### src/tmr_pkg.sv
// package for the 8-bit timer/counter with one compare unit
// assumes a 32-bit apb slave, one byte-wide field per aligned word
package tmr_pkg;

  // register byte offsets
  localparam logic [7:0] OFS_CONTROL = 8'h00;  // timer_control
  localparam logic [7:0] OFS_COUNT   = 8'h04;  // timer_count
  localparam logic [7:0] OFS_COMPARE = 8'h08;  // compare_value
  localparam logic [7:0] OFS_FLAGS   = 8'h0c;  // overflow_flag, compare_flag
  localparam logic [7:0] OFS_PINCTL  = 8'h10;  // pin direction and port data

  // timer_control field positions
  localparam int BIT_FORCE   = 7;
  localparam int BIT_WGM_LO  = 6;
  localparam int BIT_COM_HI  = 5;
  localparam int BIT_COM_LO  = 4;
  localparam int BIT_WGM_HI  = 3;
  localparam int BIT_CS_HI   = 2;
  localparam int BIT_CS_LO   = 0;

  // flags and pin control field positions
  localparam int BIT_OVF     = 0;
  localparam int BIT_CMP     = 1;
  localparam int BIT_DIR     = 0;
  localparam int BIT_PORT    = 1;

  // reset values
  localparam logic [7:0] RST_CONTROL = 8'h00;
  localparam logic [7:0] RST_COUNT   = 8'h00;
  localparam logic [7:0] RST_COMPARE = 8'h00;
  localparam logic [1:0] RST_PINCTL  = 2'h0;

  // counter limits
  localparam logic [7:0] CNT_MAX     = 8'hff;
  localparam logic [7:0] CNT_BOTTOM  = 8'h00;

  // prescaler: tap widths for /8, /64, /256, /1024
  localparam int PRE_WIDTH   = 10;
  localparam int TAP_8       = 3;
  localparam int TAP_64      = 6;
  localparam int TAP_256     = 8;
  localparam int TAP_1024    = 10;

  // clock source codes
  localparam logic [2:0] CS_STOP     = 3'h0;
  localparam logic [2:0] CS_DIV1     = 3'h1;
  localparam logic [2:0] CS_DIV8     = 3'h2;
  localparam logic [2:0] CS_DIV64    = 3'h3;
  localparam logic [2:0] CS_DIV256   = 3'h4;
  localparam logic [2:0] CS_DIV1024  = 3'h5;
  localparam logic [2:0] CS_EXT_FALL = 3'h6;
  localparam logic [2:0] CS_EXT_RISE = 3'h7;

  // waveform modes, code is {waveform_mode_hi, waveform_mode_lo}
  localparam logic [1:0] WGM_NORMAL  = 2'h0;
  localparam logic [1:0] WGM_PC_PWM  = 2'h1;
  localparam logic [1:0] WGM_CLEAR   = 2'h2;
  localparam logic [1:0] WGM_FAST    = 2'h3;

endpackage

### src/tmr_timer8.sv
// 8-bit timer/counter with one compare unit behind an apb slave
// assumes a single 200 mhz clock; count pin is asynchronous
//
// Functional notes
// - force strobe acts only in normal and clear-on-match modes
// - force strobe applies a match to the output using the selection being written
// - forced match sets no flag and never clears the counter
// - force strobe bit always reads zero
// - mode field bits 6,3: normal, phase pwm, clear-on-match, fast pwm
// - compare buffer loads per mode; fast pwm at max, phase pwm at max counting up
// - nonzero output selection overrides port; direction bit enables driver
// - non-pwm selections: off, toggle, clear, set on match
// - fast pwm: 10 clear on match set at top, 11 inverse
// - phase pwm: 10 clear up-match set down-match, 11 inverse
// - pwm with compare at top and upper bit set: act at top only
// - clock select 0..5: stop, clk, /8, /64, /256, /1024
// - clock select 6 falling, 7 rising edges of count pin
// - count pin edges count even when the pin is an output
// - counter is fully readable and writable by software
// - counter write blocks the match on the next timer clock
// - fast pwm counts to max then zero on next timer clock
// - phase pwm reverses at max, holding max for one timer clock
// - compare flag sets when counter equals compare value
//
// Implementation choices: the APB interface to the registers and the register addresses.
`timescale 1ns/1ps
module tmr_timer8 (
  input  wire logic        clk,
  input  wire logic        reset_n,
  input  wire logic        psel,
  input  wire logic        penable,
  input  wire logic        pwrite,
  input  wire logic [7:0]  paddr,
  input  wire logic [31:0] pwdata,
  output logic [31:0]      prdata,
  output logic             pready,
  output logic             pslverr,
  input  wire logic        ext_count_pin,
  output logic             compare_output_pin_o,
  output logic             compare_output_pin_oe,
  output logic             overflow_flag,
  output logic             compare_flag
);
  import tmr_pkg::*;

  typedef struct packed {
    logic [6:0]  ctrl;       // timer_control without the strobe bit
    logic [7:0]  count;
    logic [7:0]  cmp_buf;    // software view of compare_value
    logic [7:0]  cmp_act;    // value the comparator uses
    logic        count_up;
    logic        oc;
    logic        block;
    logic        ovf;
    logic        cmpf;
    logic        ddr;
    logic        port;
    logic [31:0] rdata;
    logic        err;
  } tmr_st_t;

  tmr_st_t st_ff;
  tmr_st_t nxt_st;
  logic    tick;

  // compare output action for a selection: 0 keeps, 1 toggles, else drives value
  function automatic logic oc_apply(input logic [1:0] sel, input logic cur);
    case (sel)
      2'h1:    return ~cur;
      2'h2:    return 1'b0;
      2'h3:    return 1'b1;
      default: return cur;
    endcase
  endfunction

  // mapped-address check, shared by read and write decode
  function automatic logic addr_ok(input logic [7:0] a);
    return (a == OFS_CONTROL) || (a == OFS_COUNT) || (a == OFS_COMPARE) ||
           (a == OFS_FLAGS) || (a == OFS_PINCTL);
  endfunction

  tmr_tick_gen tmr_tick_gen_i (
    .clk              (clk),
    .reset_n          (reset_n),
    .clock_source_sel (st_ff.ctrl[BIT_CS_HI:BIT_CS_LO]),
    .ext_count_pin    (ext_count_pin),
    .tick             (tick)
  );

  logic [1:0] mode;
  logic [1:0] com;
  logic       pwm;
  logic       wr_acc;
  logic       rd_setup;
  logic [7:0] top;
  logic       at_max;
  logic       at_top;
  logic       match;
  logic       ev_ovf;
  logic       ev_cmp;

  // decoded control fields and timer-clock events
  always_comb begin
    mode     = {st_ff.ctrl[BIT_WGM_HI], st_ff.ctrl[BIT_WGM_LO]};
    com      = st_ff.ctrl[BIT_COM_HI:BIT_COM_LO];
    pwm      = st_ff.ctrl[BIT_WGM_LO];
    wr_acc   = psel & penable & pwrite;
    rd_setup = psel & ~penable & ~pwrite;
    top      = (mode == WGM_CLEAR) ? st_ff.cmp_act : CNT_MAX;
    at_max   = st_ff.count == CNT_MAX;
    at_top   = tick & (st_ff.count == top);
    match    = tick & ~st_ff.block & (st_ff.count == st_ff.cmp_act);
    ev_cmp   = match;
    if (mode == WGM_PC_PWM) begin
      ev_ovf = tick & ~st_ff.count_up & (st_ff.count == CNT_BOTTOM);
    end else begin
      ev_ovf = tick & at_max;
    end
  end

  // next state: counter, compare unit, output, flags, apb
  always_comb begin
    nxt_st       = st_ff;
    nxt_st.rdata = st_ff.rdata;
    nxt_st.err   = st_ff.err;

    // counting per waveform mode
    if (tick) begin
      nxt_st.block = 1'b0;
      case (mode)
        WGM_NORMAL: begin
          nxt_st.count = st_ff.count + 8'h01;
        end
        WGM_CLEAR: begin
          if (st_ff.count == st_ff.cmp_act) begin
            nxt_st.count = CNT_BOTTOM;
          end else begin
            nxt_st.count = st_ff.count + 8'h01;
          end
        end
        WGM_FAST: begin
          nxt_st.count = at_max ? CNT_BOTTOM : st_ff.count + 8'h01;
        end
        WGM_PC_PWM: begin
          if (st_ff.count_up) begin
            if (at_max) begin
              nxt_st.count_up = 1'b0;
              nxt_st.count    = st_ff.count - 8'h01;
            end else begin
              nxt_st.count = st_ff.count + 8'h01;
            end
          end else if (st_ff.count == CNT_BOTTOM) begin
            nxt_st.count_up = 1'b1;
            nxt_st.count    = st_ff.count + 8'h01;
          end else begin
            nxt_st.count = st_ff.count - 8'h01;
          end
        end
        default: begin
          nxt_st.count = st_ff.count;
        end
      endcase
    end
    if (mode != WGM_PC_PWM) begin
      nxt_st.count_up = 1'b1;
    end

    // compare buffer transfer point
    case (mode)
      WGM_NORMAL, WGM_CLEAR: nxt_st.cmp_act = st_ff.cmp_buf;
      WGM_PC_PWM: begin
        if (tick & st_ff.count_up & at_max) begin
          nxt_st.cmp_act = st_ff.cmp_buf;
        end
      end
      WGM_FAST: begin
        if (tick & at_max) begin
          nxt_st.cmp_act = st_ff.cmp_buf;
        end
      end
      default: nxt_st.cmp_act = st_ff.cmp_act;
    endcase

    // waveform output
    case (mode)
      WGM_NORMAL, WGM_CLEAR: begin
        if (match) begin
          nxt_st.oc = oc_apply(com, st_ff.oc);
        end
      end
      WGM_FAST: begin
        if (com[1]) begin
          if (match && st_ff.cmp_act != CNT_MAX) begin
            nxt_st.oc = com[0];
          end else if (at_top) begin
            nxt_st.oc = ~com[0];
          end
        end
      end
      WGM_PC_PWM: begin
        if (com[1]) begin
          if (st_ff.cmp_act == CNT_MAX) begin
            if (at_top) begin
              nxt_st.oc = ~com[0];                // steady down-match level
            end
          end else if (match) begin
            nxt_st.oc = st_ff.count_up ? com[0] : ~com[0];
          end
        end
      end
      default: nxt_st.oc = st_ff.oc;
    endcase

    // sticky flags: software clear by writing one, a new event wins
    if (wr_acc && paddr == OFS_FLAGS) begin
      if (pwdata[BIT_OVF]) begin
        nxt_st.ovf = 1'b0;
      end
      if (pwdata[BIT_CMP]) begin
        nxt_st.cmpf = 1'b0;
      end
    end
    if (ev_ovf) begin
      nxt_st.ovf = 1'b1;
    end
    if (ev_cmp) begin
      nxt_st.cmpf = 1'b1;
    end

    // register writes take effect in the access phase
    if (wr_acc) begin
      case (paddr)
        OFS_CONTROL: begin
          nxt_st.ctrl = pwdata[6:0];
          // forced match uses the selection being written; no flag, no clear
          if (pwdata[BIT_FORCE] && !pwdata[BIT_WGM_LO]) begin
            nxt_st.oc = oc_apply(pwdata[BIT_COM_HI:BIT_COM_LO], st_ff.oc);
          end
        end
        OFS_COUNT: begin
          nxt_st.count = pwdata[7:0];
          nxt_st.block = 1'b1;
        end
        OFS_COMPARE: begin
          nxt_st.cmp_buf = pwdata[7:0];
        end
        OFS_PINCTL: begin
          nxt_st.ddr  = pwdata[BIT_DIR];
          nxt_st.port = pwdata[BIT_PORT];
        end
        default: begin
          nxt_st.ddr = st_ff.ddr;
        end
      endcase
    end

    // read data and error captured in the setup phase
    if (psel && !penable) begin
      nxt_st.err   = ~addr_ok(paddr);
      nxt_st.rdata = 32'h0000_0000;
      if (rd_setup) begin
        case (paddr)
          OFS_CONTROL: nxt_st.rdata = {25'h0, st_ff.ctrl};
          OFS_COUNT:   nxt_st.rdata = {24'h0, st_ff.count};
          OFS_COMPARE: nxt_st.rdata = {24'h0, st_ff.cmp_buf};
          OFS_FLAGS:   nxt_st.rdata = {30'h0, st_ff.cmpf, st_ff.ovf};
          OFS_PINCTL:  nxt_st.rdata = {30'h0, st_ff.port, st_ff.ddr};
          default:     nxt_st.rdata = 32'h0000_0000;
        endcase
      end
    end
  end

  always_ff @(posedge clk or negedge reset_n) begin
    if (!reset_n) begin
      st_ff          <= '0;
      st_ff.ctrl     <= RST_CONTROL[6:0];
      st_ff.count    <= RST_COUNT;
      st_ff.cmp_buf  <= RST_COMPARE;
      st_ff.cmp_act  <= RST_COMPARE;
      st_ff.count_up <= 1'b1;
      st_ff.ddr      <= RST_PINCTL[BIT_DIR];
      st_ff.port     <= RST_PINCTL[BIT_PORT];
    end else begin
      st_ff <= nxt_st;
    end
  end

  // outputs; a zero selection takes the pin from the port latch
  always_comb begin
    pready                = 1'b1;
    prdata                = st_ff.rdata;
    pslverr               = st_ff.err & psel & penable;
    compare_output_pin_o  = (com != 2'h0) ? st_ff.oc : st_ff.port;
    compare_output_pin_oe = st_ff.ddr;
    overflow_flag         = st_ff.ovf;
    compare_flag          = st_ff.cmpf;
  end

endmodule

### src/tmr_tick_gen.sv
// timer clock enable: shared prescaler taps or synchronised count pin
// assumes ext_count_pin is asynchronous to clk
`timescale 1ns/1ps
module tmr_tick_gen (
  input  wire logic                 clk,
  input  wire logic                 reset_n,
  input  wire logic [2:0]           clock_source_sel,
  input  wire logic                 ext_count_pin,
  output logic                      tick
);
  import tmr_pkg::*;

  typedef struct packed {
    logic [PRE_WIDTH-1:0] presc;
    logic                 s1;
    logic                 s2;
    logic                 s3;
    logic                 lvl;
    logic                 rise;
    logic                 fall;
  } tmr_tick_st_t;

  tmr_tick_st_t st_ff;
  tmr_tick_st_t nxt_st;

  // true on the last clock of each 2**n prescaler period
  function automatic logic tap_hit(input logic [PRE_WIDTH-1:0] p, input int n);
    logic hit;
    hit = 1'b1;
    for (int i = 0; i < PRE_WIDTH; i++) begin
      if (i < n && !p[i]) begin
        hit = 1'b0;
      end
    end
    return hit;
  endfunction

  // free-running prescaler, three-stage pin sampler, edge detector
  always_comb begin
    nxt_st       = st_ff;
    nxt_st.presc = st_ff.presc + 1'b1;
    nxt_st.s1    = ext_count_pin;
    nxt_st.s2    = st_ff.s1;
    nxt_st.s3    = st_ff.s2;
    nxt_st.rise  = 1'b0;
    nxt_st.fall  = 1'b0;
    if (st_ff.s2 == st_ff.s3) begin
      nxt_st.lvl  = st_ff.s3;
      nxt_st.rise = st_ff.s3 & ~st_ff.lvl;
      nxt_st.fall = ~st_ff.s3 & st_ff.lvl;
    end
  end

  always_ff @(posedge clk or negedge reset_n) begin
    if (!reset_n) begin
      st_ff <= '0;
    end else begin
      st_ff <= nxt_st;
    end
  end

  // source select; pin edges count whatever drives the pin
  always_comb begin
    case (clock_source_sel)
      CS_STOP:     tick = 1'b0;
      CS_DIV1:     tick = 1'b1;
      CS_DIV8:     tick = tap_hit(st_ff.presc, TAP_8);
      CS_DIV64:    tick = tap_hit(st_ff.presc, TAP_64);
      CS_DIV256:   tick = tap_hit(st_ff.presc, TAP_256);
      CS_DIV1024:  tick = tap_hit(st_ff.presc, TAP_1024);
      CS_EXT_FALL: tick = st_ff.fall;
      CS_EXT_RISE: tick = st_ff.rise;
      default:     tick = 1'b0;
    endcase
  end

endmodule

### config.mk
export PLATFORM = sky130hd
export DESIGN_NAME = tmr_timer8
export DESIGN_NICKNAME = d
export VERILOG_FILES = /design/src/tmr_pkg.sv /design/src/tmr_timer8.sv /design/src/tmr_tick_gen.sv
export SDC_FILE = /design/constraint.sdc
export NUM_CORES = 1
export LEC_CHECK = 0
export ABC_CLOCK_PERIOD_IN_PS = 2400
export BUFFER_PORTS_ARGS = -buffer_cell sky130_fd_sc_hd__buf_2
export CAP_MARGIN = 10
export CORE_ASPECT_RATIO = 1.1
export CORE_MARGIN = 2
export CORE_UTILIZATION = 50
export CTS_CLUSTER_DIAMETER = 40
export DETAILED_ROUTE_END_ITERATION = 10
export PLACE_DENSITY_LB_ADDON = 0.05
export SETUP_SLACK_MARGIN = 0.3
export SLEW_MARGIN = 20
export SYNTH_ARGS = -nofsm -noshare
export SYNTH_HDL_FRONTEND = slang
export SYNTH_SLANG_ARGS = --single-unit
### constraint.sdc
create_clock -name clk -period 2.4 [get_ports clk]
set_input_delay 0.48 -clock clk [delete_from_list [all_inputs] [get_ports clk]]
set_output_delay 0.48 -clock clk [all_outputs]
set_load 0.005 [all_outputs]
# == Word level (Yosys, flattened, before mapping) ==
# Cells that the tools add are included.
# totals
wordCells,164
inputBits,46
register_bits,87
# op_classes
n_mux,57
eq_ne,30
add_sub_neg,3
n_reduce_logical,29
n_bitwise,25
# op_table
cell,n
$mux 8,12
$pmux 8 s5,1
$mux 1,34
$pmux 8 s4,1
$pmux 8 s3,1
$and 1x1->1,16
$eq 8x4->1 const B,2
$eq 8x8->1,2
$eq 8x8->1 const B,2
$logic_not 8->1,2
$mux 16,1
$reduce_and 2->1,7
$reduce_bool 2->1,7
$eq 2x2->1 const B,6
$eq 3x3->1 const B,4
$add 10x1->10 const B,1
$not 1->1,9
$pmux 1 s3,3
$add 8x1->8 const B,1
$eq 8x3->1 const B,1
$eq 8x5->1 const B,1
$ne 8x8->1 const B,1
$pmux 1 s8,1
$sub 8x1->8 const B,1
other kinds (14),27

# == Longest topological paths before layout ==
# Gate-level depths: netlist (run 1).
# depth
depth_word,20
depth_mapped,10

# == By module ==
# Synthesis (run 1) repeated with hierarchy kept, for this count alone.
# unflattened
cells_unflattened,397
area_unflattened_um2,3837.4
# modules_own_cells
module,area_per_inst_um2,n_inst,seq_area_each_um2,cells_per_inst
tmr_timer8,3199.3,1,1177.4,347
tmr_tick_gen,638.1,1,400.4,50

# == Worst setup path before layout (run 1) ==
# No wires, ideal clock.
# synth_timing
kind,register -> register
from,reg tmr_tick_gen_i.st_ff[6] (netlist bit)
to,reg st_ff[40] (netlist bit)
path_stages_with_launch,10
slack_ns,0.129
n_path_buf,1
arrival_ns,2.146
synth_period_minus_slack_ns,2.271
setup_ns,0.125
path_cell_list,dfrtp_1 -> ha_1 -> ha_1 -> inv_1 -> a2111o_1 -> mux2i_4 -> nor2_2 -> o31a_1 -> buf_6 -> mux2_4
# synth_via
elab_chain_len,15
elab_cells_between_ends,17
# synth_rtl
element,line_no,source
"start, declared",tmr_tick_gen.sv:23,tmr_tick_st_t st_ff;
"start signal, assigned",tmr_tick_gen.sv:58,st_ff <= nxt_st;
$mux 1 * (3 in series),tmr_tick_gen.sv:31,if (i < n && !p[i]) begin
$mux 1 (7 in series),tmr_tick_gen.sv:31,
$pmux 1 s8 *,tmr_tick_gen.sv:64,case (clock_source_sel)
$and 1x1->1 (2 in series),tmr_timer8.sv:172,if (tick & st_ff.count_up & at_max) begin
$ne 2x1->1 (no source line),--,
$reduce_and 2->1 (no source line) *,--,
"end signal, assigned",tmr_timer8.sv:285,st_ff <= nxt_st;
"end, declared",tmr_timer8.sv:62,tmr_st_t st_ff;
# Every way passes the cells marked *; elsewhere a longest branch is shown, timed or not.
# A chain may end at the register's enable or synchronous reset.

# == Final worst setup path (run 1) ==
# layout_timing
from,reg tmr_tick_gen_i.st_ff[7] (netlist bit)
to,reg st_ff[47] (netlist bit)
# layout_via
elab_chain_len,14
elab_cells_between_ends,16
# layout_rtl
element,line_no
$mux 1 * (2 in series),tmr_tick_gen.sv:31
$mux 1 (7 in series),tmr_tick_gen.sv:31
$pmux 1 s8 *,tmr_tick_gen.sv:64
$and 1x1->1 (2 in series),tmr_timer8.sv:172
$ne 2x1->1 (no source line),--
$reduce_and 2->1 (no source line) *,--
# Marks and branches as above.

==> results of run 1 <==
==> state kept, by name, summed over array words and instances (netlist names) <==
| signal | cells |
|---|---|
| overflow_flag | 1 |
| st_ff | 32 |
| tmr_tick_gen_i.nxt_st | 2 |
| com | 2 |
| tmr_tick_gen_i.st_ff | 14 |
| compare_output_pin_oe | 1 |
| prdata | 8 |
| mode | 2 |
| compare_flag | 1 |
==> final timing paths <==
path | start | to | slack (ns) | depth (start not counted)
worst max-delay path | tmr_tick_gen_i.st_ff[7]$_DFF_PN0_ | st_ff[47]$_DFFE_PN0P_ | 0.17 | 9
worst min-delay path | reset_n | compare_output_pin_oe$_DFFE_PN0P_ | 0.19 | 1
worst max register to register | tmr_tick_gen_i.st_ff[7]$_DFF_PN0_ | st_ff[47]$_DFFE_PN0P_ | 0.17 | 9
worst min register to register | tmr_tick_gen_i.nxt_st[4]$_DFF_PN0_ | tmr_tick_gen_i.nxt_st[3]$_DFF_PN0_ | 0.36 | 0
max in group asynchronous | reset_n | st_ff[59]$_DFF_PN0_ | 1.58 | 2
min in group clk | ext_count_pin | tmr_tick_gen_i.nxt_st[4]$_DFF_PN0_ | 0.24 | 1
==> cell usage in the layout, fill, tap and decap left out, types with 4 or more instances in the layout <==
cell,Yosys,routed
sky130_fd_sc_hd__nand2_1,37,34
sky130_fd_sc_hd__clkbuf_8,0,10
sky130_fd_sc_hd__nor2_1,21,21
sky130_fd_sc_hd__o21ai_1,5,5
sky130_fd_sc_hd__mux2_2,5,4
sky130_fd_sc_hd__mux2_4,8,19
sky130_fd_sc_hd__o21ai_0,20,18
sky130_fd_sc_hd__nor3_1,7,7
sky130_fd_sc_hd__inv_2,2,5
sky130_fd_sc_hd__o211ai_1,7,7
sky130_fd_sc_hd__dfrtp_2,0,6
sky130_fd_sc_hd__xnor2_1,15,11
sky130_fd_sc_hd__nand3_1,15,15
sky130_fd_sc_hd__a22o_1,11,11
sky130_fd_sc_hd__conb_1,2,25
sky130_fd_sc_hd__mux2i_1,6,6
sky130_fd_sc_hd__ha_4,0,4
sky130_fd_sc_hd__buf_4,38,44
sky130_fd_sc_hd__buf_6,1,10
sky130_fd_sc_hd__a21oi_1,12,10
sky130_fd_sc_hd__nand2b_1,8,8
sky130_fd_sc_hd__inv_1,13,10
sky130_fd_sc_hd__dfrtp_1,62,56
sky130_fd_sc_hd__buf_2,3,34
sky130_fd_sc_hd__nand4_1,8,8
sky130_fd_sc_hd__xnor2_2,0,4
==> power breakdown <==
group | total (µW) | internal (µW) | switching (µW)
logic | 690 | 352 | 338
registers | 1190 | 1110 | 86.9
clock network | 917 | 504 | 414
==> cell families (layout without fill, tap and decap cells) <==
| group | Yosys count | in the layout | synth area share [%] |
|---|---|---|---|
| AO/OA/AOI/OAI | 90 | 90 | 15.9 |
| flip-flops | 63 | 63 | 39.7 |
| multiplexers | 32 | 32 | 10.6 |
| other | 2 | 25 | 0.189 |
| adder cells (fa/ha/maj) | 7 | 7 | 2.14 |
| buffers and inverters | 64 | 122 | 9.91 |
| AND/OR/NAND/NOR | 129 | 130 | 18.1 |
| XOR/XNOR | 16 | 16 | 3.52 |
==> per-stage QoR <==
stage               total power, µW  worst slack (ns)  hold slack [ns]
floorplan                      1540             0.144            0.184
global placement               1680            0.0172            0.346
detailed placement             1690           0.00101            0.353
CTS                            2640             0.142            0.203
global route                   2940            0.0484            0.238
finish                         2800             0.172            0.187
==> cell type report <==
type / count / area share (%)
Inverter: 15 / 1.12
Multi-Input combinational cell: 300 / 47.3
Clock inverter: 4 / 0.899
Tap cell: 108 / 2.70
Timing Repair Buffer: 91 / 13.4
Clock buffer: 12 / 2.90
Sequential cell: 63 / 31.6
==> synth_stat cells (2+ instances only) <==
library cell	number
sky130_fd_sc_hd__buf_4	38
sky130_fd_sc_hd__conb_1	2
sky130_fd_sc_hd__or3_1	4
sky130_fd_sc_hd__nor2b_1	3
sky130_fd_sc_hd__o21a_1	2
sky130_fd_sc_hd__o22ai_1	2
sky130_fd_sc_hd__nand3_1	15
sky130_fd_sc_hd__buf_1	2
sky130_fd_sc_hd__a31oi_1	3
sky130_fd_sc_hd__nor4_4	2
sky130_fd_sc_hd__nor3_1	7
sky130_fd_sc_hd__o21ai_0	20
sky130_fd_sc_hd__nand2b_1	8
sky130_fd_sc_hd__xnor2_1	15
sky130_fd_sc_hd__o211ai_1	7
sky130_fd_sc_hd__clkbuf_1	5
sky130_fd_sc_hd__o2111ai_1	4
sky130_fd_sc_hd__a22o_1	11
sky130_fd_sc_hd__dfrtp_1	62
sky130_fd_sc_hd__buf_2	3
sky130_fd_sc_hd__or2_2	2
sky130_fd_sc_hd__a221oi_1	3
sky130_fd_sc_hd__mux2_2	5
sky130_fd_sc_hd__a21oi_1	12
sky130_fd_sc_hd__inv_1	13
sky130_fd_sc_hd__nand4_1	8
sky130_fd_sc_hd__mux2_4	8
sky130_fd_sc_hd__ha_1	6
sky130_fd_sc_hd__and3_1	3
sky130_fd_sc_hd__o31ai_1	3
sky130_fd_sc_hd__inv_2	2
sky130_fd_sc_hd__a211oi_1	3
sky130_fd_sc_hd__o21ai_1	5
sky130_fd_sc_hd__nor2_1	21
sky130_fd_sc_hd__nor3b_1	2
sky130_fd_sc_hd__mux2_1	10
sky130_fd_sc_hd__mux2i_1	6
sky130_fd_sc_hd__nand2_1	37
sky130_fd_sc_hd__and2_1	3
==> routing by layer <==
metal | wire length [µm] | vias to the layer above
met5 | 0 | -
met4 | 134 | 0
met3 | 413 | 13
met2 | 5050 | 85
met1 | 4540 | 1641
li1 | - | 1564
==> what timing repair did <==
action / CTS / global route
hold buffers: 0 / 0
setup buffers: 5 / 14
pin swaps: 13 / 25
gates cloned: 0 / 1
endpoints found under the setup margin: 17 / 19
gates resized for setup: 23 / 32
==> worst reg2reg max path, cell delays in order, from the launching register on <==
cell and delay, ns:
sky130_fd_sc_hd__dfrtp_1 0.39, sky130_fd_sc_hd__ha_4 0.16, sky130_fd_sc_hd__ha_4 0.14, sky130_fd_sc_hd__inv_2 0.03
sky130_fd_sc_hd__a2111o_1 0.39, sky130_fd_sc_hd__mux2i_4 0.21, sky130_fd_sc_hd__nor2_4 0.07, sky130_fd_sc_hd__o31a_1 0.28
sky130_fd_sc_hd__buf_12 0.16, sky130_fd_sc_hd__mux2_4 0.29
==> impl.org, run 1 <==
** Status
- Result of the run :: finished clean

** STA
- Adding up every negative setup slack in the final design gives 0 ns.
- Setup-violating endpoint count in the final report :: 0
- Final Cycle Share :: 92.9%
- For the pin with the worst max-slew slack, the measured transition is 0.720 ns.
- Final critical path time including I/O delays and setup :: 2.23 ns
- Measured against its own limit, the worst slew margin works out to 52.0%.
- Final max-slew violation count :: 0
- F_max :: 449 MHz
- Number of failing hold endpoints at the final stage :: 0
- Unrepaired setup endpoints after global routing :: yes
- The clock arrives with 0.0127 ns of skew.

** Drt
- After detailed routing, the average wire length per cell comes to 17.1 µm.
- Total vias in the final route :: 3303
- The detailed router finished its first iteration with 214 violations.
- Routed Wire Length :: 10100 µm
- Using the TritonRoute via totals, the vias-per-cell ratio works out to 5.57.
- First-pass iteration count of the detailed router :: 4
- Remaining antenna violation count :: 0
- After detailed routing, the number of remaining DRC violations is 0.

** Floorplanning
- Total number of placement rows :: 34
- Die width :: 89.0 µm
- 84 I/O pins were placed.
- Overall die height :: 97.5 µm
- Area of the die :: 0.00869 mm²
- The core region is 0.00783 mm².
- Starting density of the core :: 50.8%

** Clocking
- CTS clock-pin slew for the worst setup and hold paths :: 0.07 ns
- Number of clock buffers inserted by TritonCTS :: 9
- The clock reaches the later pin of the worst-skew pair after 0.35 ns.
- TritonCTS clock tree :: done
- Maximum count of clock buffers along a single path :: 2
- The clock net in this run drives a total of 63 sinks.
- Clk Tree Root Cell :: sky130_fd_sc_hd__clkbuf_8
- # H-tree levels :: 3

** Global routing
- Total global routing overflow :: 0
- Pin count of the biggest net entering global routing :: 34
- The first global-routing pass estimated 16100 µm of wire.
- Global routing used 4.50% of the available met3 tracks.
- Met2 routing resource usage after global routing :: 38.7%
- Met1 track demand over resource :: 32.8%
- The initial antenna violation count came to 0.
- met2 is the most crowded layer.
- Across every metal layer, demand over resource in global routing totals 24.0%.
- Number of global-route vias before repair :: 3186

** Cells and area
- Share of layout cells above drive strength 1 :: 37.9%
- Fillcell total :: 671
- Filler-free cell count of the finished design :: 593
- Multi-input combinational cell area :: 0.00237 mm²
- Final Core Density :: 64.0%
- Number of inserted diodes :: 0
- Non-Filler Cell Area, Final :: 0.00501 mm²
- Registers take 0.00159 mm².
- At the end of the flow, the number of nets in the layout was 532.
- Compared with the post-synthesis result, the final layout area differs by 26.0%.

** Placement
- In this run, placement finished with an instance count of 557.
- Port Buf Inserts :: 34
- Detailed placement ended at an HPWL of 7200 µm.
- The congestion estimate from routability-driven global placement came to 0.970.
- Cell area after placement :: 0.00440 mm²

** Worst setup path
- Cells along the critical path :: ha_4 > ha_4 > inv_2 > a2111o_1 > mux2i_4 > nor2_4 > o31a_1 > buf_12 > mux2_4
- Grouping stages by cell kind, the critical path spends the most delay in compound AO/OA/AOI/OAI gates.
- The slowest stage of the critical path belongs to the cell sky130_fd_sc_hd__dfrtp_1.
- Type of element capturing the critical path :: register
- STA puts the critical path data arrival time at 2.45 ns.
- WP data required :: 2.63 ns
- Maximum cell stage delay along the critical path :: 0.39 ns
- The number of buffers and inverters on the critical path is 2.
- STA classifies the critical path startpoint as a register.
- Critical path fanouts, max :: 8
- The most numerous cell type found on the critical path is sky130_fd_sc_hd__ha_4.
- The setup path with the least slack is of type reg2reg.

** Logic synthesis
- Number of synthesized register bits :: 63
- Yosys attributes the largest share of cell area to sky130_fd_sc_hd__dfrtp_1 (39%), sky130_fd_sc_hd__buf_4 (7.2%), sky130_fd_sc_hd__nand2_1 (3.5%).
- The synthesized design devotes to its leading area cell type 39.0% of total area.
- In this run, synthesis inferred 0 flip-flops with an integrated enable.
- Synth async-reset ratio :: 100%
- Summed instance area of the synthesized netlist :: 0.00398 mm²
- Summing the sequential cell areas from Yosys gives 39.7% of the chip area.
- For this run, the leading register cell type out of synthesis is sky130_fd_sc_hd__dfrtp_1.
- Yosys printed 0 warnings.
- Summed over all instances, the cell type with the most area after synthesis is sky130_fd_sc_hd__dfrtp_1.
- Number of library cell types mapped by synthesis :: 75
- Dividing the synthesized area by the synthesized cell count gives 9.87 µm².
- Cells after Synth :: 403

** Power and ir drop
- For this design the ratio of total power to cell area is 559 mW/mm².
- Static Leakage :: 0.00230 µW
- Worst vdd ir :: 376 µV

** Hold path
- The tightest min-delay check is of the in2async type.

** Job
- Number of violations of the max-capacitance limit :: 0
(Power assumes the default switching activity.)
==> run 2: changes to the inputs <==
ABC_CLOCK_PERIOD_IN_PS = 2800   (was 2400)
BUFFER_PORTS_ARGS = -buffer_cell sky130_fd_sc_hd__clkbuf_2   (was -buffer_cell sky130_fd_sc_hd__buf_2)
CORE_MARGIN = unset   (was 2)
CORE_UTILIZATION = 60   (was 50)
clock period = 2.8 ns   (was 2.4 ns; I/O delays follow)
==> run 2 against run 1 <==
Effect of this change: power down 17%; hold slack better by 0.13 ns; sequential cell count is the same; setup slack better by 0.17 ns; die area shrank 20%; final area down 13%; critical endpoint is now st_ff[61]$_DFF_PN0_; clock skew decreased by 0.0039 ns.
==> impl.org, run 2 (synthesized netlist as in run 1, its figures left out) <==
** Power and ir drop
- Summing internal, switching and leakage power gives 2340 µW.
- IR analysis of the VDD net gives a maximum drop of 349 µV.
- Static Leakage :: 0.00201 µW
- Dividing total power by cell area gives a power density of 534 mW/mm².

** Drt
- After detailed routing, the average wire length per cell comes to 18.1 µm.
- Total vias in the final route :: 3218
- Dividing the detail-routed via count by the number of cells gives 6.14.
- For this run, the detailed router's first-pass iteration total came to 5.
- Initial detailed-routing violation count :: 212
- Routed Wire Length :: 9470 µm
- In this run the remaining antenna-violating nets after routing total 0.
- DRC violations left :: 0

** Worst setup path
- The critical path in this run is classified as reg2reg.
- Critical path fanouts, max :: 6
- Critical path launch point type :: register
- The largest single stage delay on the critical path is 0.48 ns.
- Max stage delay cell, worst path :: sky130_fd_sc_hd__dfrtp_1
- Data arrival time of the worst path :: 2.69 ns
- The worst setup path is captured at a register.
- Count of buffering cells on the critical path with inverters included :: 0
- In this design, the largest share of critical-path delay is due to simple AND/OR/NAND/NOR gates.
- Walking the worst path, the cells encountered are ha_1 > and3_1 > nand4_1 > o22ai_2 > or2_1 > o32ai_1 > a221oi_2 > nor2_1.
- WP data required :: 3.03 ns

** Global routing
- Entering global routing, the biggest net connects 64 pins.
- Global-route total usage across every layer :: 29.3%
- The via count of the first global-routing pass came to 3072.
- The first global-routing pass estimated 15300 µm of wire.
- The initial antenna violation count was 0.
- After global routing the overflow that remains totals 0.

** Placement
- Port Buf Inserts :: 34
- Detailed placement ended at an HPWL of 6860 µm.
- Pre-CTS setup slack :: 0.260 ns
- Final weighted congestion of routability-driven global placement :: 0.965
- In this run the cell area measured after placement is 0.00411 mm².

** STA
- Unrepaired setup endpoints after global routing :: yes
- The smallest clock period supported by the final layout is computed as 2.46 ns.
- TNS Setup :: 0 ns
- For this run, the top clock speed supported by timing is 407 MHz.
- Between clock sinks in the finished design, the worst skew comes to 0.00873 ns.
- Setup-violating endpoint count in the final report :: 0
- The final-report hold violation count is 0.
- The final max-slew violation count came to 0.
- Worst path setup slack after routing :: 0.341 ns
- Headroom to the max-slew limit came out at 47.3%.
- Actual transition at the worst max-transition pin :: 0.791 ns
- The final critical path takes up 87.8% of the cycle.

** Floorplanning
- Pin placement for this block handled 84 I/O pins.
- The die covers 0.00696 mm².
- The floorplan step set the die height to 87.4 µm.
- Total number of placement rows :: 30
- The core region is 0.00627 mm².
- The floorplan step set the die width to 79.6 µm.
- For this configuration, the core starts out at a cell density of 63.5%.

** Clocking
- Number of clock buffers inserted by TritonCTS :: 9
- The clock tree synthesis step divided the H-tree into 3 levels.
- CTS hold repair buffers :: 0
- Maximum count of clock buffers along a single path :: 2
- The later pin in the worst-skew pair is clocked with a latency of 0.35 ns.
- Clk Tree Root Cell :: sky130_fd_sc_hd__clkbuf_8
- CTS clock-pin slew for the worst setup and hold paths :: 0.07 ns
- Clock Sink Count :: 63
- TritonCTS built the clock tree.

** Cells and area
- The register with the most flip-flops in the layout has 32 of them.
- Leaving out fill and tap cells, the most frequent cell in the layout is sky130_fd_sc_hd__dfrtp_1.
- Final Core Density :: 69.9%
- Number of nets in the layout :: 491
- Area growth from synthesis to final layout :: 10.1%
- The library cells used most frequently in the layout, excluding fill and tap cells, are sky130_fd_sc_hd__dfrtp_1 (59), sky130_fd_sc_hd__nand2_1 (37), sky130_fd_sc_hd__clkbuf_2 (34).
- The finished cells cover 0.00438 mm².
- In the final layout, the share of cells above drive strength 1 is 23.6%.
- Most flop-heavy register :: st_ff
- 0 antenna diodes ended up in the layout.

** Job
- Number of violations of the max-capacitance limit :: 0

** Hold path
- Class of the most critical hold timing path :: in2reg

** Status
- Result of the run :: finished clean
## run 2: changes by cell type in the layout (fill, tap and decap cells not counted), moves of 9 or more
cell,change
sky130_fd_sc_hd__buf_2,-34
sky130_fd_sc_hd__clkbuf_2,+34
sky130_fd_sc_hd__buf_4,-28
sky130_fd_sc_hd__mux2_4,-11
sky130_fd_sc_hd__mux2_1,+10
sky130_fd_sc_hd__buf_6,-9
## run 2: what timing repair did
| action | 4_1_cts | 5_1_grt |
|---|---|---|
| setup endpoints to repair | 0 | 16 |
| gates resized for setup | 0 | 10 |
| buffers inserted | 0 | 2 |
## run 2: stage by stage
step                      hold slack (ns)  std cells
after global placement              0.343        506
after detailed placement            0.336        506
after CTS                           0.299        522
after floorplan                     0.264        426
final                               0.316        524
after global routing                0.306        524
## run 2: final timing paths
path,from,to,slack (ns),cells past startpoint
max,st_ff[57]$_DFF_PN0_,st_ff[61]$_DFF_PN0_,0.34,8
min,ext_count_pin,tmr_tick_gen_i.nxt_st[4]$_DFF_PN0_,0.32,1
max reg2reg,st_ff[57]$_DFF_PN0_,st_ff[61]$_DFF_PN0_,0.34,8
min reg2reg,tmr_tick_gen_i.nxt_st[4]$_DFF_PN0_,tmr_tick_gen_i.nxt_st[3]$_DFF_PN0_,0.36,0
max in group asynchronous,reset_n,st_ff[56]$_DFF_PN0_,1.85,2
min in group asynchronous,reset_n,prdata[3]$_DFFE_PN0P_,0.39,2
## run 2: worst reg2reg max path, delay by kind of cell (launching register included)
family          cells  cell delay [ns]
flops               1             0.48
compound gates      3             0.72
fa+ha+maj           1             0.24
simple gates        4             0.90
## run 2: cell type report
cell class,count,area [µm²]
well taps,80,100
inverters,15,56.3
flip-flops and latches,63,1580
repair buffers,51,302
clock inverters,5,81.3
fillers,490,1890
multi-input cells,299,2120
clock buffers,11,141
## run 2: power breakdown
part	leakage, µW	internal [µW]	switching, µW
Sequential	0.000816	946	77.6
Combinational	0.00108	176	238
Clock	0.000110	526	375
## run 2: per-layer routing
metal	global-route usage (%)	vias to the layer above	part of all wire, %
li1	-	1481	-
met1	37.3	1559	42
met2	48.1	152	48
met3	6.70	26	7.3
met4	11.7	0	2.3
met5	0	-	0
==> run 3: changes to the inputs <==
CORE_ASPECT_RATIO = unset   (was 1.1)
PLACE_DENSITY_LB_ADDON = 0.15   (was 0.05)
==> run 3 against run 2 <==
Effect of this change: clock power is 7.1% lower; final cell count down 0.76%; sequential share of layout area increased by 0.12 points; critical path type unchanged; highest routed layer unchanged.
==> impl.org, run 3 (synthesized netlist as in run 1, its figures left out) <==
** Status
- Result of the run :: finished clean

** Clocking
- Clk Tree Root Cell :: sky130_fd_sc_hd__clkbuf_8
- Counting along the longest clock path gives a buffer depth of 2.
- Buffers inserted during clock tree synthesis total 9.
- The tree built by TritonCTS fans out to 63 sinks.
- Clock insertion delay at the later pin of the skew report :: 0.34 ns
- For this design, the CTS-stage hold fixing added 0 buffers.
- CTS clock-pin slew for the worst setup and hold paths :: 0.08 ns
- TritonCTS built the clock tree.
- # H-tree levels :: 3

** Worst setup path
- Worst Setup Path Type :: reg2reg
- In this run the critical register-to-register path is captured at st_ff[62]$_DFF_PN0_.
- Endpoint of the worst setup timing path :: st_ff[62]$_DFF_PN0_
- Critical path fanouts, max :: 7
- Data arrival time of the worst path :: 2.62 ns
- Critical path launch point type :: register
- Number of cells on the worst reg-to-reg path :: 10
- For the worst setup path, the data required time is 3.02 ns.
- The most critical setup path has its startpoint at tmr_tick_gen_i.st_ff[6]$_DFF_PN0_.
- Type of element capturing the critical path :: register
- R2r setup slk :: 0.40 ns
- Launch instance of the worst register-to-register path :: tmr_tick_gen_i.st_ff[6]$_DFF_PN0_

** Global routing
- The initial antenna violation count was 0.
- Number of global-route vias before repair :: 3087
- Global routing used 28.2% of the available tracks across all layers.
- Entering global routing, the biggest net connects 26 pins.
- The first global-routing pass estimated 15200 µm of wire.
- For this run the aggregate overflow at the end of global routing stands at 0.

** STA
- Setup-violating endpoint count in the final report :: 0
- The final max-slew violation count came to 0.
- Derived from the worst setup path, the maximum achievable clock frequency is 416 MHz.
- Headroom to the max-slew limit came out at 56.7%.
- Post-route worst hold slack :: 0.225 ns
- For the pin with the worst max-slew slack, the measured transition is 0.650 ns.
- Unrepaired setup endpoints after global routing :: no
- Final Cycle Share :: 85.8%
- TNS Setup :: 0 ns
- Worst Clk Skew :: 0.00885 ns
- Number of failing hold endpoints at the final stage :: 0
- For the finished layout, the period the worst path requires is 2.40 ns.

** Cells and area
- Highest-count cells in the layout ignoring fill and taps :: sky130_fd_sc_hd__dfrtp_1 (59), sky130_fd_sc_hd__nand2_1 (37), sky130_fd_sc_hd__clkbuf_2 (34)
- In the final layout, the share of cells above drive strength 1 is 23.3%.
- Fillcell total :: 501
- The register with the most flip-flops in the layout has 32 of them.
- Area growth from synthesis to final layout :: 9.75%
- Most frequent standard cell in the layout excluding fill and tap cells :: sky130_fd_sc_hd__dfrtp_1
- Cells fill 68.4% of the core in the end.
- Most flop-heavy register :: st_ff
- The count of cells in the finished layout, fillers not included, comes to 520.
- Area occupied by registers :: 0.00158 mm²
- Multi-input combinational cell area :: 0.00213 mm²
- The repair_antennas step left the layout with diodes totalling 0.
- Number of nets in the layout :: 490

** Drt
- For this run, design rule violations remaining after detail routing come to 0.
- Final routed wire length divided by cell count :: 18.0 µm
- Wires add up to 9380 µm.
- DR vias/cell :: 6.15
- First-pass iteration count of the detailed router :: 5
- The final route contains 3197 vias.
- Remaining antenna violation count :: 0
- Initial detailed-routing violation count :: 201

** Floorplanning
- Ports placed on the boundary :: 84
- The floorplan step set the die height to 83.4 µm.
- Starting density of the core :: 62.3%
- Area of the die :: 0.00696 mm²
- Die width :: 83.4 µm
- The core region is 0.00639 mm².
- The floorplan has 29 rows.

** Power and ir drop
- Pwr/cell area :: 517 mW/mm²
- In this run the static leakage power is 0.00200 µW.
- Worst vdd ir :: 518 µV

** Placement
- Placed Cells :: 503
- The congestion estimate from routability-driven global placement came to 1.02.
- Port Buf Inserts :: 34
- Total half-perimeter wirelength after legalization and detailed placement :: 6830 µm

** Job
- Across the run, the number of max-cap violations was 0.

** Hold path
- The min-delay analysis places its worst path in the category in2async.
[run 3: changes by cell type in the layout (fill, tap and decap cells not counted), sizes merged]
| cell | delta |
|---|---|
| buf | -1 |
| bufinv | -1 |
| clkinv | +1 |
[run 3: how the worst min path moves through the flow]
stage                                          to  cells past startpoint                          startpoint  slack [ns]
2_1_floorplan                  com[0]$_DFFE_PN0P_                      0                             reset_n        0.26
3_3_place_gp   tmr_tick_gen_i.nxt_st[3]$_DFF_PN0_                      0  tmr_tick_gen_i.nxt_st[4]$_DFF_PN0_        0.34
3_5_place_dp   tmr_tick_gen_i.nxt_st[3]$_DFF_PN0_                      0  tmr_tick_gen_i.nxt_st[4]$_DFF_PN0_        0.35
4_1_cts                      st_ff[0]$_DFFE_PN0P_                      1                             reset_n        0.24
5_1_grt                      st_ff[0]$_DFFE_PN0P_                      1                             reset_n        0.27
6_report                     st_ff[0]$_DFFE_PN0P_                      1                             reset_n        0.23
[run 3: final cells by class]
cell class                 instances  share of cell area [%]
multi-input combinational        299                    48.7
sequential                        63                    36.2
timing repair buffer              50                    6.82
clock buffer                      11                    3.47
tap                               77                    2.21
clock inverter                     5                    1.29
inverter                          15                    1.29
[run 3: through the flow]
stage	area (µm²)	setup slack [ns]	total power, µW
after global routing	4370	0.302	2350
final	4370	0.397	2260
after detailed placement	4110	0.259	1420
after global placement	4110	0.285	1410
after CTS	4310	0.305	2260
after floorplan	4060	0.526	1320
[run 3: layer usage]
metal / wire (µm) / global-route usage [%]
met1: 4130 / 36.3
met2: 4420 / 45.6
met3: 501 / 4.77
met4: 327 / 15.1
met5: 0 / 0
[run 3: worst max-delay path: stages (launching register included)]
cell                       delay, ns
sky130_fd_sc_hd__dfrtp_1        0.41
sky130_fd_sc_hd__ha_4           0.18
sky130_fd_sc_hd__ha_4           0.15
sky130_fd_sc_hd__inv_1          0.04
sky130_fd_sc_hd__a2111o_1       0.43
sky130_fd_sc_hd__mux2i_4        0.21
sky130_fd_sc_hd__nor2_2         0.07
sky130_fd_sc_hd__buf_4          0.16
sky130_fd_sc_hd__or3_1          0.36
sky130_fd_sc_hd__o221ai_1       0.20
sky130_fd_sc_hd__o21ai_1        0.08
[run 3: repair_timing]
item,CTS,global route
gates resized for setup,0,11
setup buffers,0,1
setup endpoints to repair,0,16
[run 3: power by group]
group	leakage, µW	total, µW	switching (µW)	internal (µW)
registers	0.000816	1030	85.1	946
logic	0.00107	390	219	171
clock network	0.000105	836	378	458
total	0.00200	2260	682	1580
